[config.mk]
export PLATFORM = sky130hd
export DESIGN_NAME = ssom_mapper
export DESIGN_NICKNAME = d
export VERILOG_FILES = /design/src/design/ssom_pkg.sv /design/src/design/ssom_mapper.sv
export SDC_FILE = /design/constraint.sdc
export NUM_CORES = 1
export LEC_CHECK = 0
export BUFFER_PORTS_ARGS = -buffer_cell sky130_fd_sc_hd__buf_2
export CORE_ASPECT_RATIO = 1.1
export CORE_MARGIN = 5
export CORE_UTILIZATION = 45
export CTS_CLUSTER_SIZE = 10
export DETAILED_ROUTE_END_ITERATION = 7
export GPL_ROUTABILITY_DRIVEN = 0
export PLACE_DENSITY = 0.67
export SETUP_SLACK_MARGIN = 0.05
export SYNTH_ARGS = -nofsm -noshare
export SYNTH_HDL_FRONTEND = slang
export SYNTH_SLANG_ARGS = --single-unit
[constraint.sdc]
create_clock -name aclk -period 4.9 [get_ports aclk]
set_input_delay 0 -clock aclk [delete_from_list [all_inputs] [get_ports aclk]]
set_output_delay 0 -clock aclk [all_outputs]
set_load 0.02 [all_outputs]
[src/design/ssom_pkg.sv]
// package: constants, register map and types of the servo status output mapper
package ssom_pkg;

  // ------------------------------------------------------------
  // register byte offsets
  // ------------------------------------------------------------
  localparam logic [7:0] OFF_CTRL      = 8'h00; // mode, ready, brake
  localparam logic [7:0] OFF_SOFT_WORD = 8'h04;
  localparam logic [7:0] OFF_ZERO_THR  = 8'h08;
  localparam logic [7:0] OFF_TGT_THR   = 8'h0c;
  localparam logic [7:0] OFF_POS_THR   = 8'h10;
  localparam logic [7:0] OFF_SERR_THR  = 8'h14;
  localparam logic [7:0] OFF_ASSIGN0   = 8'h18; // channels 0..2
  localparam logic [7:0] OFF_ASSIGN1   = 8'h1c; // channels 3..5
  localparam logic [7:0] OFF_FLAGS     = 8'h20; // read only
  localparam logic [7:0] OFF_OUTS      = 8'h24; // read only

  // ------------------------------------------------------------
  // field positions
  // ------------------------------------------------------------
  localparam int CTRL_MODE_LSB  = 0;  // 3 bits
  localparam int CTRL_READY_BIT = 4;
  localparam int CTRL_BRAKE_BIT = 5;
  localparam int ASSIGN_FIELD_W = 10; // 8-bit function, 2-bit mode mask
  localparam int CH_PER_WORD    = 3;

  // ------------------------------------------------------------
  // reset values
  // ------------------------------------------------------------
  localparam logic [31:0] RST_CTRL   = 32'h0000_0000;
  localparam logic [31:0] RST_ZERO   = 32'h0000_000a;
  localparam logic [31:0] RST_TGT    = 32'h0000_0bb8;
  localparam logic [31:0] RST_POS    = 32'h0000_0064;
  localparam logic [31:0] RST_SERR   = 32'h0000_000a;
  localparam logic [31:0] RST_ASSIGN = 32'h0000_0000; // all channels unassigned

  localparam logic [1:0] RESP_OKAY   = 2'b00;
  localparam logic [1:0] RESP_SLVERR = 2'b10;

  // ------------------------------------------------------------
  // control modes and output functions
  // ------------------------------------------------------------
  typedef enum logic [2:0] {
    MODE_PULSE = 3'b000, // pulse_train_position_mode
    MODE_S   = 3'b001,
    MODE_SZ  = 3'b010,
    MODE_T   = 3'b011,
    MODE_TZ  = 3'b100
  } ssom_mode_type;

  localparam logic [7:0] FN_NONE   = 8'h00;
  localparam logic [7:0] FN_READY  = 8'h01;
  localparam logic [7:0] FN_ZERO   = 8'h02;
  localparam logic [7:0] FN_TGT    = 8'h03;
  localparam logic [7:0] FN_POS    = 8'h04;
  localparam logic [7:0] FN_TORQUE = 8'h05;
  localparam logic [7:0] FN_ALARM  = 8'h07;
  localparam logic [7:0] FN_BRAKE  = 8'h08;
  localparam logic [7:0] FN_OVL    = 8'h10;
  localparam logic [7:0] FN_WARN   = 8'h11;
  localparam logic [7:0] FN_SCMP   = 8'h12;
  localparam logic [7:0] FN_SOFT0  = 8'h30; // 0x30..0x3f soft bits

  typedef struct packed {
    logic alarm_any;    // fault other than the five warning causes
    logic rev_limit;
    logic fwd_limit;
    logic emerg_stop;
    logic comm_err;
    logic undervolt;
    logic torque_lim;
    logic overload;
  } ssom_cond_type;

  typedef struct packed {
    logic speed_compare_flag;
    logic warning_flag;
    logic overload_warning_flag;
    logic brake_control_output;
    logic alarm_flag;
    logic torque_limit_flag;
    logic position_reached_flag;
    logic target_speed_flag;
    logic zero_speed_flag;
    logic servo_ready_flag;
  } ssom_flags_type;

endpackage

[src/design/ssom_mapper.sv]
// servo status output mapper: flag derivation, channel mapping, AXI4-Lite registers
`timescale 1ns/1ps

// Behaviour
// - ready flag only when ready and fault free
// - zero-speed flag when speed at/below threshold
// - target-speed flag when reached, not pulse-train
// - torque-limit flag when limit reached
// - alarm on fault; warning first on the five causes
// - warning on five listed fault causes
// - brake output assignable in every mode
// - overload flag when overload level reached
// - speed-compare flag in speed modes, small error
// - soft function n drives bit n
// - fixed channels, any function per channel
// - sixteen soft output bits
// - unassigned functions never reach outputs
module ssom_mapper #(
  parameter int SPD_W = 16,
  parameter int N_CH  = 6
) (
  input  wire logic                 aclk,
  input  wire logic                 aresetn,
  input  wire logic [SPD_W-1:0]     motor_speed,
  input  wire logic [SPD_W-1:0]     speed_error,
  input  wire logic [SPD_W-1:0]     position_error,
  input  wire ssom_pkg::ssom_cond_type cond,
  output logic      [N_CH-1:0]      out_channel,
  input  wire logic [7:0]           s_axi_awaddr,
  input  wire logic                 s_axi_awvalid,
  output logic                      s_axi_awready,
  input  wire logic [31:0]          s_axi_wdata,
  input  wire logic [3:0]           s_axi_wstrb,
  input  wire logic                 s_axi_wvalid,
  output logic                      s_axi_wready,
  output logic [1:0]                s_axi_bresp,
  output logic                      s_axi_bvalid,
  input  wire logic                 s_axi_bready,
  input  wire logic [7:0]           s_axi_araddr,
  input  wire logic                 s_axi_arvalid,
  output logic                      s_axi_arready,
  output logic [31:0]               s_axi_rdata,
  output logic [1:0]                s_axi_rresp,
  output logic                      s_axi_rvalid,
  input  wire logic                 s_axi_rready
);

  // ------------------------------------------------------------
  // helpers
  // ------------------------------------------------------------
  function automatic logic [31:0] merge(input logic [31:0] old, input logic [31:0] nw,
                                        input logic [3:0] strb);
    logic [31:0] r;
    r = old;
    for (int i = 0; i < 4; i++) begin
      if (strb[i]) begin
        r[i*8 +: 8] = nw[i*8 +: 8];
      end
    end
    return r;
  endfunction

  function automatic logic below(input logic [SPD_W-1:0] v, input logic [31:0] thr);
    return 32'(v) <= thr;
  endfunction

  // ------------------------------------------------------------
  // register state
  // ------------------------------------------------------------
  logic [31:0] ctrl_q, ctrl_d;
  logic [31:0] soft_q, soft_d;
  logic [31:0] zthr_q, zthr_d;
  logic [31:0] tthr_q, tthr_d;
  logic [31:0] pthr_q, pthr_d;
  logic [31:0] sthr_q, sthr_d;
  logic [31:0] asg0_q, asg0_d;
  logic [31:0] asg1_q, asg1_d;

  logic        aw_hold_q, aw_hold_d;
  logic [7:0]  aw_addr_q, aw_addr_d;
  logic        w_hold_q,  w_hold_d;
  logic [31:0] w_data_q,  w_data_d;
  logic [3:0]  w_strb_q,  w_strb_d;
  logic        bvalid_q,  bvalid_d;
  logic [1:0]  bresp_q,   bresp_d;
  logic        rvalid_q,  rvalid_d;
  logic [31:0] rdata_q,   rdata_d;
  logic [1:0]  rresp_q,   rresp_d;

  ssom_pkg::ssom_flags_type flags_q, flags_d;
  logic warn_seen_q, warn_seen_d;
  logic [N_CH-1:0] out_q, out_d;

  ssom_pkg::ssom_mode_type mode;
  assign mode = ssom_pkg::ssom_mode_type'(ctrl_q[ssom_pkg::CTRL_MODE_LSB +: 3]);

  // ------------------------------------------------------------
  // AXI4-Lite slave
  // ------------------------------------------------------------
  logic do_write;
  logic [7:0]  wa;
  logic [31:0] wd;
  logic [3:0]  ws;
  logic        wr_ok;
  logic        rd_ok;
  logic [31:0] rd_val;

  assign s_axi_awready = !aw_hold_q && !bvalid_q;
  assign s_axi_wready  = !w_hold_q && !bvalid_q;
  assign s_axi_arready = !rvalid_q;
  assign s_axi_bvalid  = bvalid_q;
  assign s_axi_bresp   = bresp_q;
  assign s_axi_rvalid  = rvalid_q;
  assign s_axi_rdata   = rdata_q;
  assign s_axi_rresp   = rresp_q;

  always_comb begin
    aw_hold_d = aw_hold_q;
    aw_addr_d = aw_addr_q;
    w_hold_d  = w_hold_q;
    w_data_d  = w_data_q;
    w_strb_d  = w_strb_q;
    bvalid_d  = bvalid_q;
    bresp_d   = bresp_q;
    if (s_axi_awvalid && s_axi_awready) begin
      aw_hold_d = 1'b1;
      aw_addr_d = s_axi_awaddr;
    end
    if (s_axi_wvalid && s_axi_wready) begin
      w_hold_d = 1'b1;
      w_data_d = s_axi_wdata;
      w_strb_d = s_axi_wstrb;
    end
    do_write = aw_hold_d && w_hold_d && !bvalid_q;
    wa = aw_addr_d;
    wd = w_data_d;
    ws = w_strb_d;
    if (do_write) begin
      aw_hold_d = 1'b0;
      w_hold_d  = 1'b0;
      bvalid_d  = 1'b1;
      bresp_d   = wr_ok ? ssom_pkg::RESP_OKAY : ssom_pkg::RESP_SLVERR;
    end else if (bvalid_q && s_axi_bready) begin
      bvalid_d = 1'b0;
    end
  end

  always_comb begin
    wr_ok = 1'b1;
    case (wa)
      ssom_pkg::OFF_CTRL, ssom_pkg::OFF_SOFT_WORD, ssom_pkg::OFF_ZERO_THR,
      ssom_pkg::OFF_TGT_THR, ssom_pkg::OFF_POS_THR, ssom_pkg::OFF_SERR_THR,
      ssom_pkg::OFF_ASSIGN0, ssom_pkg::OFF_ASSIGN1: wr_ok = 1'b1;
      default: wr_ok = 1'b0; // status words and holes refuse writes
    endcase
  end

  always_comb begin
    ctrl_d = ctrl_q;
    soft_d = soft_q;
    zthr_d = zthr_q;
    tthr_d = tthr_q;
    pthr_d = pthr_q;
    sthr_d = sthr_q;
    asg0_d = asg0_q;
    asg1_d = asg1_q;
    if (do_write) begin
      case (wa)
        ssom_pkg::OFF_CTRL:      ctrl_d = merge(ctrl_q, wd, ws) & 32'h0000_0037;
        ssom_pkg::OFF_SOFT_WORD: soft_d = merge(soft_q, wd, ws) & 32'h0000_ffff;
        ssom_pkg::OFF_ZERO_THR:  zthr_d = merge(zthr_q, wd, ws);
        ssom_pkg::OFF_TGT_THR:   tthr_d = merge(tthr_q, wd, ws);
        ssom_pkg::OFF_POS_THR:   pthr_d = merge(pthr_q, wd, ws);
        ssom_pkg::OFF_SERR_THR:  sthr_d = merge(sthr_q, wd, ws);
        ssom_pkg::OFF_ASSIGN0:   asg0_d = merge(asg0_q, wd, ws) & 32'h3fff_ffff;
        ssom_pkg::OFF_ASSIGN1:   asg1_d = merge(asg1_q, wd, ws) & 32'h3fff_ffff;
        default: ;
      endcase
    end
  end

  always_comb begin
    rd_ok  = 1'b1;
    rd_val = 32'h0000_0000;
    case (s_axi_araddr)
      ssom_pkg::OFF_CTRL:      rd_val = ctrl_q;
      ssom_pkg::OFF_SOFT_WORD: rd_val = soft_q;
      ssom_pkg::OFF_ZERO_THR:  rd_val = zthr_q;
      ssom_pkg::OFF_TGT_THR:   rd_val = tthr_q;
      ssom_pkg::OFF_POS_THR:   rd_val = pthr_q;
      ssom_pkg::OFF_SERR_THR:  rd_val = sthr_q;
      ssom_pkg::OFF_ASSIGN0:   rd_val = asg0_q;
      ssom_pkg::OFF_ASSIGN1:   rd_val = asg1_q;
      ssom_pkg::OFF_FLAGS:     rd_val = {22'h000000, flags_q};
      ssom_pkg::OFF_OUTS:      rd_val = {{(32-N_CH){1'b0}}, out_q};
      default:                 rd_ok  = 1'b0;
    endcase
    rvalid_d = rvalid_q;
    rdata_d  = rdata_q;
    rresp_d  = rresp_q;
    if (s_axi_arvalid && s_axi_arready) begin
      rvalid_d = 1'b1;
      rdata_d  = rd_val;
      rresp_d  = rd_ok ? ssom_pkg::RESP_OKAY : ssom_pkg::RESP_SLVERR;
    end else if (rvalid_q && s_axi_rready) begin
      rvalid_d = 1'b0;
    end
  end

  // ------------------------------------------------------------
  // flag derivation
  // ------------------------------------------------------------
  logic warn_cause;
  logic speed_mode;
  assign warn_cause = cond.rev_limit | cond.fwd_limit | cond.emerg_stop |
                      cond.comm_err | cond.undervolt;
  assign speed_mode = (mode == ssom_pkg::MODE_S) || (mode == ssom_pkg::MODE_SZ);

  always_comb begin
    flags_d = '0;
    flags_d.warning_flag = warn_cause;
    // alarm on the five warning causes waits one cycle behind the warning
    warn_seen_d = warn_cause;
    flags_d.alarm_flag = cond.alarm_any | (warn_cause & warn_seen_q);
    flags_d.servo_ready_flag = ctrl_q[ssom_pkg::CTRL_READY_BIT] &
                               !cond.alarm_any & !warn_cause;
    flags_d.zero_speed_flag = below(motor_speed, zthr_q);
    flags_d.target_speed_flag = (mode != ssom_pkg::MODE_PULSE) &&
                                (32'(motor_speed) >= tthr_q);
    flags_d.position_reached_flag = (mode == ssom_pkg::MODE_PULSE) &&
                                    below(position_error, pthr_q);
    flags_d.torque_limit_flag = cond.torque_lim;
    flags_d.overload_warning_flag = cond.overload;
    flags_d.brake_control_output = ctrl_q[ssom_pkg::CTRL_BRAKE_BIT];
    flags_d.speed_compare_flag = speed_mode && below(speed_error, sthr_q);
  end

  // ------------------------------------------------------------
  // channel mapping
  // ------------------------------------------------------------
  function automatic logic fn_value(input logic [7:0] fn, input ssom_pkg::ssom_flags_type f,
                                    input logic [15:0] sw);
    logic v;
    v = 1'b0;
    if (fn[7:4] == ssom_pkg::FN_SOFT0[7:4]) begin
      v = sw[fn[3:0]];
    end else begin
      case (fn)
        ssom_pkg::FN_READY: v = f.servo_ready_flag;
        ssom_pkg::FN_ZERO:  v = f.zero_speed_flag;
        ssom_pkg::FN_TGT:   v = f.target_speed_flag;
        ssom_pkg::FN_POS:   v = f.position_reached_flag;
        ssom_pkg::FN_TORQUE: v = f.torque_limit_flag;
        ssom_pkg::FN_ALARM: v = f.alarm_flag;
        ssom_pkg::FN_BRAKE: v = f.brake_control_output;
        ssom_pkg::FN_OVL:   v = f.overload_warning_flag;
        ssom_pkg::FN_WARN:  v = f.warning_flag;
        ssom_pkg::FN_SCMP:  v = f.speed_compare_flag;
        default:            v = 1'b0;
      endcase
    end
    return v;
  endfunction

  always_comb begin
    logic [59:0] fld_all;
    logic [9:0]  fld;
    logic        en;
    // both words side by side, so no channel slice ever leaves its vector
    fld_all = {asg1_q[29:0], asg0_q[29:0]};
    fld     = '0;
    en      = 1'b0;
    for (int c = 0; c < N_CH; c++) begin
      fld = fld_all[c*ssom_pkg::ASSIGN_FIELD_W +: ssom_pkg::ASSIGN_FIELD_W];
      // bit 8: active in pulse-train mode, bit 9: active in other modes
      en = (mode == ssom_pkg::MODE_PULSE) ? fld[8] : fld[9];
      out_d[c] = en & fn_value(fld[7:0], flags_q, soft_q[15:0]);
    end
  end

  assign out_channel = out_q;

  // ------------------------------------------------------------
  // registers
  // ------------------------------------------------------------
  always_ff @(posedge aclk) begin
    if (!aresetn) begin
      ctrl_q <= ssom_pkg::RST_CTRL;
      soft_q <= 32'h0000_0000;
      zthr_q <= ssom_pkg::RST_ZERO;
      tthr_q <= ssom_pkg::RST_TGT;
      pthr_q <= ssom_pkg::RST_POS;
      sthr_q <= ssom_pkg::RST_SERR;
      asg0_q <= ssom_pkg::RST_ASSIGN;
      asg1_q <= ssom_pkg::RST_ASSIGN;
      aw_hold_q <= 1'b0;
      aw_addr_q <= 8'h00;
      w_hold_q  <= 1'b0;
      w_data_q  <= 32'h0000_0000;
      w_strb_q  <= 4'h0;
      bvalid_q  <= 1'b0;
      bresp_q   <= 2'h0;
      rvalid_q  <= 1'b0;
      rdata_q   <= 32'h0000_0000;
      rresp_q   <= 2'h0;
      flags_q     <= '0;
      warn_seen_q <= 1'b0;
      out_q       <= '0;
    end else begin
      ctrl_q <= ctrl_d;
      soft_q <= soft_d;
      zthr_q <= zthr_d;
      tthr_q <= tthr_d;
      pthr_q <= pthr_d;
      sthr_q <= sthr_d;
      asg0_q <= asg0_d;
      asg1_q <= asg1_d;
      aw_hold_q <= aw_hold_d;
      aw_addr_q <= aw_addr_d;
      w_hold_q  <= w_hold_d;
      w_data_q  <= w_data_d;
      w_strb_q  <= w_strb_d;
      bvalid_q  <= bvalid_d;
      bresp_q   <= bresp_d;
      rvalid_q  <= rvalid_d;
      rdata_q   <= rdata_d;
      rresp_q   <= rresp_d;
      flags_q     <= flags_d;
      warn_seen_q <= warn_seen_d;
      out_q       <= out_d;
    end
  end

endmodule

==> flow_summary.ini, run 1 <==
[place]
pre_cts_ws_ps = 1980
place_area_mm2 = 0.0172
dp_hpwl_mm = 41.0
io_buffers = 159

[floorplanning]
coreArea_mm2 = 0.0353
die_area_mm2 = 0.0398
start_util_pct = 45.8
die_y_um = 209
boundaryPins = 162
num_rows = 72
die_w_um = 191

[power_and_ir_drop]
p_per_area_mw_per_mm2 = 302
fin_total_pwr_mw = 5.64
ir_drop_uv = 231
leakage_nw = 7.55
switching_share_pct = 25.2
power_frac_comb_pct = 9.9
p_sw_mw = 1.42
clockPowerShare_pct = 44.5
power.share.sequential_pct = 45.6
power.internal_mw = 4.22

[finish]
stdcell_area_mm2 = 0.0187
area_growth_pct = 15.4
utilization_pct = 52.9
layout-drive-gt1-share_pct = 17.4
fillers = 3331
final_nets = 2137

[sta]
fin_skew_ps = 15.7
tns_ps = 0
fin_ws_ps = 1860
finalSetupViolations = 0
max_slew_margin_pct = 26.7
finalHoldViolCount = 0
max_freq_mhz = 329
timing.final.crit_period_ps = 3040
drv_slew = 0
worst_slew_pin_slew_ps = 1100
rsz0062_at_grt = false
timing.final.crit_share_pct = 62.1

[yosys]
ys_ff_latch = 307
syn_area_mm2 = 0.0162
synth_ff_type = dfxtp_1
synth_area_leader_cell = dfxtp_1
async_flop_share_pct = 0
synth.area.mux_share_pct = 18.8
yosysWarnings = 0
yosys.area_share.adder_pct = 4.95
synth_top_area_share_pct = 38.0
synth_top_family_by_area = simple AND/OR/NAND/NOR gates
synthXorXnorAreaFrac_pct = 0.0542
synth_compound_area_share_pct = 13.6
synth_common_cells = nand2_1 (308), dfxtp_1 (307), mux2i_1 (155)
syn-instance-count = 1820
synth.most_common_cell = nand2_1
synth_edf_count = 0
synthDistinctLibCells = 80
syn_avg_cell_area_um2 = 8.89
synth-simple-area-share_pct = 19.0
netlist_top_cells_area = dfxtp_1 (38%), mux2i_1 (9.6%), nand2_1 (7.1%)
ys_seq_area_share_pct = 38.0

[setup_path]
cp_num_buf_inv = 0
cp.depth = 6
critical-path-top-delay-family = simple AND/OR/NAND/NOR gates
cp_max_fo = 19
r2r_cells = 6
cpMaxStageDelayCell = a21oi_1
critPathLaunchType = register
cp.required_ps = 5260
arrival_ps = 3400
cpPeakStageDelay_ps = 870
cp_cell_sequence = nor3b_4, nor4_1, a21oi_1, or3_1, mux2i_1, nand2_1
critPathCaptureType = register
path_class = reg2reg

[grt]
grt.overflow.total = 0
grt_pass1_wl_mm = 83.6
grt_antenna_before_repair = 1
grt_pass1_vias = 13877
gr-usage-all-layers_pct = 26.8
grt_max_degree = 122

[min_path]
min_path_type = in2reg
min_path_cells = 4

[routing]
ant_nets = 0
first_iter_violations = 1524
vias = 14668
drc = 0
wl_per_cell_um = 22.6
wl_mm = 55.4
first_pass_iters = 6
vias_per_cell = 5.99

[clock_network]
cts_buffers = 37
clkSinkCount = 307
clockBufferDepth = 3
clock_latency_ps = 520
cts_tree = done
path_clk_slew_ps = 50
h-tree-depth = 2
post_cts_resized = 0
root_buffer = clkbuf_16

[run_status]
outcome = complete, no violations

[job]
drv_cap = 0
## path summary, 6_finish.rpt
kind                                startpoint  slack, ps                      endpoint
setup / recovery     s_axi_bvalid$_SDFFE_PN0P_       1860        pthr_q[2]$_SDFFE_PN1P_
hold / removal                 s_axi_wdata[29]          6       w_data_q[29]$_SDFF_PN0_
setup reg to reg     s_axi_bvalid$_SDFFE_PN0P_       1860        pthr_q[2]$_SDFFE_PN1P_
hold reg to reg   s_axi_rdata[18]$_SDFFE_PN0P_        440  s_axi_rdata[18]$_SDFFE_PN0P_
## layout make-up
| type | instances | area, um^2 | share of cell area (%) |
|---|---|---|---|
| Clock inverter | 1 | 8.76 | 0.0469 |
| Antenna cell | 1 | 2.50 | 0.0134 |
| Multi-Input combinational cell | 1290 | 9140 | 49.0 |
| Tap cell | 481 | 602 | 3.22 |
| Clock buffer | 48 | 1050 | 5.62 |
| Inverter | 108 | 405 | 2.17 |
| Timing Repair Buffer | 214 | 1320 | 7.04 |
| Sequential cell | 307 | 6150 | 32.9 |
## layer usage
layer / GRT usage (%) / wire (um) / vias up
li1: - / - / 6755
met4: 8.77 / 2320 / 2
met5: 0 / 7 / -
met1: 35.8 / 22700 / 6949
met3: 6.48 / 5370 / 177
met2: 42.8 / 25000 / 785
## per-stage QoR
stage          instances  hold slack (ps)
6_report            2450             6.02
5_1_grt             2449             42.1
4_1_cts             2449             1.15
3_5_place_dp        2361              201
3_3_place_gp        2361              192
2_1_floorplan       1821             77.9
## sequential cells by signal, summed over array words and instances (netlist names), 4 cells and up
register	count
asg0_q	30
asg1_q	30
aw_addr_q	8
ctrl_q	5
flags_q	9
out_channel	6
pthr_q	32
s_axi_rdata	32
soft_q	16
sthr_q	32
tthr_q	32
w_data_q	32
w_strb_q	4
zthr_q	32
## cell families after synthesis
family,after synthesis
AO/OA/AOI/OAI,355
AND/OR/NAND/NOR,625
adder cells (fa/ha/maj),64
other,1
flip-flops,307
buffers and inverters,224
XOR/XNOR,1
multiplexers,243
## power groups by stage
stage,clock (mW),combinational [mW],sequential [mW]
after floorplan,0,0.329,2.61
after global placement,0,0.516,2.62
after detailed placement,0,0.524,2.62
after CTS,2.51,0.552,2.57
after global routing,2.61,0.599,2.57
final,2.51,0.556,2.57
## worst min-delay path, delay by kind of cell
family	cells	cell delay, ps
multiplexers	1	130
buffers and inverters	2	220
AND/OR/NAND/NOR	1	130
## placed cells by master (no fill, tap or decap), drive strengths merged, types with 14 or more instances in the layout
cell	netlist	layout
a211oi	14	14
a21oi	61	61
a22oi	30	30
a31oi	20	20
and2	14	14
buf	47	174
clkbuf	69	49
dfxtp	307	307
dlygate4sd3	0	39
ha	64	64
inv	108	109
mux2	44	44
mux2i	155	155
mux4	44	44
nand2	314	314
nand3	74	74
nand4	15	15
nor2	87	87
nor2b	14	14
nor3	24	24
nor4	25	25
o21ai	157	157
## timing repair
action                                 4_1_cts  5_1_grt
setup buffers                                0        0
endpoints found under the hold margin       41        0
hold buffers                                39        0
Power figures use the tool's default switching activity.
==> inputs of run 2 (changes only) <==
clock period = 3.1 ns   (was 4.9 ns; I/O delays follow)
==> flow_summary.ini, run 2 (same netlist as run 1, synthesis figures left out) <==
[finish]
final_nets = 2158
area_growth_pct = 16.4
multi_input_area_mm2 = 0.00914
utilization_pct = 53.3
ff_latch_area_mm2 = 0.00615
layout-drive-gt1-share_pct = 17.9
layout_common_cells = nand2_1 (308), dfxtp_1 (307), buf_2 (158)
mostFrequentLayoutCell = nand2_1
antenna_cells = 0
fillers = 3283

[routing]
first_iter_violations = 1707
vias_per_cell = 5.90
drc = 0
vias = 14567
first_pass_iters = 7
wl_per_cell_um = 21.9
wl_mm = 54.0
ant_nets = 0

[setup_path]
cpPeakStageDelay_ps = 650
r2r-end = zthr_q[1]$_SDFFE_PN1P_
rrSetupSlack_ps = 460
cp_max_fo = 16
cp.required_ps = 3540
r2r-start = s_axi_bvalid$_SDFFE_PN0P_
cp_cell_sequence = nor3b_4, nor4_1, a21oi_1, or3_1, nor2_1, a31oi_1
arrival_ps = 3080
critPathLaunchType = register
path_class = reg2reg
cpMaxStageDelayCell = a21oi_1
r2r_cells = 6
critPathCaptureType = register

[floorplanning]
num_rows = 72
start_util_pct = 45.8
die_y_um = 209
boundaryPins = 162
die_w_um = 191
coreArea_mm2 = 0.0353
die_area_mm2 = 0.0398

[power_and_ir_drop]
leakage_nw = 7.63
fin_total_pwr_mw = 8.79
ir_drop_uv = 337
p_per_area_mw_per_mm2 = 467

[min_path]
min_path_cells = 4
holdPathEnd = w_data_q[28]$_SDFF_PN0_
min_from = s_axi_wdata[28]
min_path_type = in2reg

[clock_network]
clockBufferDepth = 3
root_buffer = clkbuf_16
cts_buffers = 37
h-tree-depth = 2
path_clk_slew_ps = 50
clkSinkCount = 307
clock_latency_ps = 530
cts_tree = done
post_cts_resized = 0

[sta]
timing.final.crit_share_pct = 85.2
finalHoldViolCount = 0
fin_skew_ps = 18.3
worst_slew_pin_slew_ps = 994
max_freq_mhz = 379
drv_slew = 0
max_slew_margin_pct = 33.8
timing.final.crit_period_ps = 2640
tns_ps = 0
fin_ws_ps = 458
finalSetupViolations = 0
rsz0062_at_grt = false

[grt]
use_met1_pct = 35.4
grt_antenna_before_repair = 3
gr-usage-all-layers_pct = 26.4
grt_max_degree = 67
grt_pass1_wl_mm = 82.5
grtUsageMet2_pct = 42.0
grt.overflow.total = 0
grt_pass1_vias = 14072
top_usage_layer = met2
met3_usage_pct = 5.49

[job]
drv_cap = 0

[place]
pre_cts_ws_ps = 510
io_buffers = 159
dp_hpwl_mm = 40.8

[run_status]
outcome = complete, no violations
-- run 2: cell count changes in the layout (fill, tap and decap cells not counted), moves of 2 or more --
cell           delta
clkbuf_8          -3
buf_4            +13
dlygate4sd3_1     +6
buf_12            +2
-- run 2: worst max path at each step --
stage	startpoint	to	slack, ps	cells past startpoint
finish	s_axi_bvalid$_SDFFE_PN0P_	zthr_q[1]$_SDFFE_PN1P_	460	6
global route	s_axi_bvalid$_SDFFE_PN0P_	zthr_q[1]$_SDFFE_PN1P_	320	6
CTS	s_axi_bvalid$_SDFFE_PN0P_	asg1_q[12]$_SDFFE_PN0P_	490	8
detailed placement	s_axi_bvalid$_SDFFE_PN0P_	asg1_q[12]$_SDFFE_PN0P_	510	8
global placement	s_axi_bvalid$_SDFFE_PN0P_	soft_q[15]$_SDFFE_PN0P_	550	8
floorplan	s_axi_bvalid$_SDFFE_PN0P_	zthr_q[14]$_SDFFE_PN0P_	870	8
-- run 2: cell type report --
cell class / count / share of cell area, %
clock buffer: 44 / 5.34
clock inverter: 2 / 0.0930
inverter: 108 / 2.15
multi-input combinational: 1290 / 48.5
sequential: 307 / 32.6
tap: 481 / 3.20
timing repair buffer: 235 / 8.03
-- run 2: timing repair --
action                                 4_1_cts  5_1_grt
setup buffers                                0        0
endpoints found under the hold margin       55        0
hold buffers                                45        0
-- run 2: layer usage --
metal,wire length (um),part of all wire (%),up-vias
met5,22,0.041,-
met4,2190,4.1,4
met3,5280,9.8,165
met2,24500,45,772
met1,21900,41,6844
li1,-,-,6782
-- run 2: where the power goes --
part	total [mW]	leakage, nW	switching (mW)	internal, mW
logic	0.886	4.65	0.552	0.334
clock network	3.84	0.502	1.59	2.26
registers	4.06	2.48	0.0499	4.01
-- run 2: per-stage QoR --
stage          cell area (um^2)  std cells  hold WS (ps)
6_report                  18800       2467          18.0
2_1_floorplan             16200       1821          77.9
3_5_place_dp              17400       2376           190
3_3_place_gp              17400       2376           187
4_1_cts                   18800       2467          3.98
5_1_grt                   18800       2467          37.2
-- run 2: worst max-delay path: cells and delay by family, from the launching register on --
family,cells,cell delay [ps]
and+or+nand+nor,4,1370
DFF,1,390
AOI/OAI and AO/OA,2,800
==> inputs of run 3 (changes only) <==
CORE_UTILIZATION = 28   (was 45)
PLACE_DENSITY = 0.47   (was 0.67)
==> flow_summary.ini, run 3 (same netlist as run 1, synthesis figures left out) <==
[floorplanning]
start_util_pct = 28.2
die_y_um = 262
coreArea_mm2 = 0.0573
die_area_mm2 = 0.0627
boundaryPins = 162
num_rows = 92
die_w_um = 239

[clock_network]
post_cts_resized = 0
path_clk_slew_ps = 60
cts_buffers = 39
clkSinkCount = 307
root_buffer = clkbuf_16
clockBufferDepth = 3
h-tree-depth = 2
cts_tree = done
cts_setup_buffers = 0
cts_hold_buf = 51
clock_latency_ps = 560

[power_and_ir_drop]
ir_drop_uv = 427
leakage_nw = 7.78
p_per_area_mw_per_mm2 = 480

[finish]
layoutNonFillerInstCount = 2767
mostFrequentLayoutCell = nand2_1
fillers = 5988
area_growth_pct = 20.3
layout-drive-gt1-share_pct = 18.6
final_nets = 2178
layout_common_cells = nand2_1 (308), dfxtp_1 (307), buf_2 (158)
antenna_cells = 0

[routing]
first_pass_iters = 6
vias = 14387
first_iter_violations = 1251
ant_nets = 0
vias_per_cell = 5.20
wl_mm = 63.6
drc = 0
wl_per_cell_um = 23.0

[setup_path]
critPathCaptureType = register
cpPeakStageDelay_ps = 620
cp_max_fo = 12
arrival_ps = 3150
r2r-end = soft_q[10]$_SDFFE_PN0P_
r2r_cells = 7
rrSetupSlack_ps = 370
cp.required_ps = 3510
crit_end = soft_q[10]$_SDFFE_PN0P_
path_class = reg2reg
cpMaxStageDelayCell = or3b_1
r2r-start = s_axi_bvalid$_SDFFE_PN0P_
cp_cell_sequence = or3b_1, and2_1, a32oi_2, buf_4, or2_1, nor2_8, mux2i_1
cp-startpoint = s_axi_bvalid$_SDFFE_PN0P_
critPathLaunchType = register

[sta]
timing.final.crit_period_ps = 2730
drv_slew = 0
fin_skew_ps = 15.6
worst_slew_pin_slew_ps = 811
rsz0062_at_grt = false
finalSetupViolations = 0
finalHoldViolCount = 0
tns_ps = 0
max_freq_mhz = 366
timing.final.crit_share_pct = 88.2
max_slew_margin_pct = 45.9

[grt]
gr-usage-all-layers_pct = 19.6
grt_pass1_vias = 14049
grt_max_degree = 103
grt_antenna_before_repair = 0
grt.overflow.total = 0
grt_pass1_wl_mm = 93.2

[place]
dp.cells = 2659
io_buffers = 159
dp_hpwl_mm = 48.4

[min_path]
min_path_cells = 4
min_path_type = in2reg

[job]
drv_cap = 0

[run_status]
outcome = complete, no violations
## run 3: critical path, delay by kind of cell, from the launching register on
family	cells	cell delay [ps]
buf+inv	1	340
flops	1	400
simple gates	4	1510
mux	1	150
compound gates	1	170
## run 3: area by class of cell
class                   count  area, um^2  area share (%)
clock buffers              51        1070            5.51
flip-flops and latches    307        6150            31.6
multi-input cells        1290        9140            47.0
clock inverters             6        98.8           0.508
inverters                 108         405            2.08
well taps                 752         941            4.84
repair buffers            253        1650            8.48
## run 3: power breakdown
part	internal (mW)	switching [mW]	total [mW]	leakage, nW
registers	4.01	0.0524	4.06	2.48
logic	0.352	0.583	0.935	4.73
clock network	2.57	1.76	4.33	0.572
## run 3: how the worst min path moves through the flow
stage | slack (ps) | endpoint | from
finish | 10 | pthr_q[28]$_SDFFE_PN0P_ | s_axi_wdata[28]
global route | 40 | asg1_q[28]$_SDFFE_PN0P_ | s_axi_wdata[28]
CTS | 0.2 | pthr_q[28]$_SDFFE_PN0P_ | s_axi_wdata[28]
detailed placement | 200 | flags_q[0]$_SDFF_PN0_ | cond[7]
global placement | 200 | flags_q[0]$_SDFF_PN0_ | cond[7]
floorplan | 80 | flags_q[0]$_SDFF_PN0_ | cond[7]
## run 3: stage by stage
step / hold WS [ps] / cell area, um^2 / power [mW] / setup slack [ps] / util (%)
CTS: 0.215 / 19500 / 9.44 / 352 / 33.9
global placement: 196 / 17800 / 5.01 / 433 / 31.0
floorplan: 77.9 / 16200 / 4.65 / 869 / -
detailed placement: 197 / 17800 / 5.03 / 363 / 31.0
global route: 37.2 / 19500 / 9.67 / 191 / 33.9
finish: 14.2 / 19500 / 9.33 / 367 / 33.9
## run 3: metal layers
| metal | vias up | global-route usage, % | part of all wire, % |
|---|---|---|---|
| met4 | 0 | 7.66 | 3.9 |
| met1 | 6978 | 26.2 | 43 |
| li1 | 6832 | - | - |
| met2 | 475 | 32.7 | 48 |
| met3 | 102 | 2.28 | 5.0 |
| met5 | - | 0 | 0 |
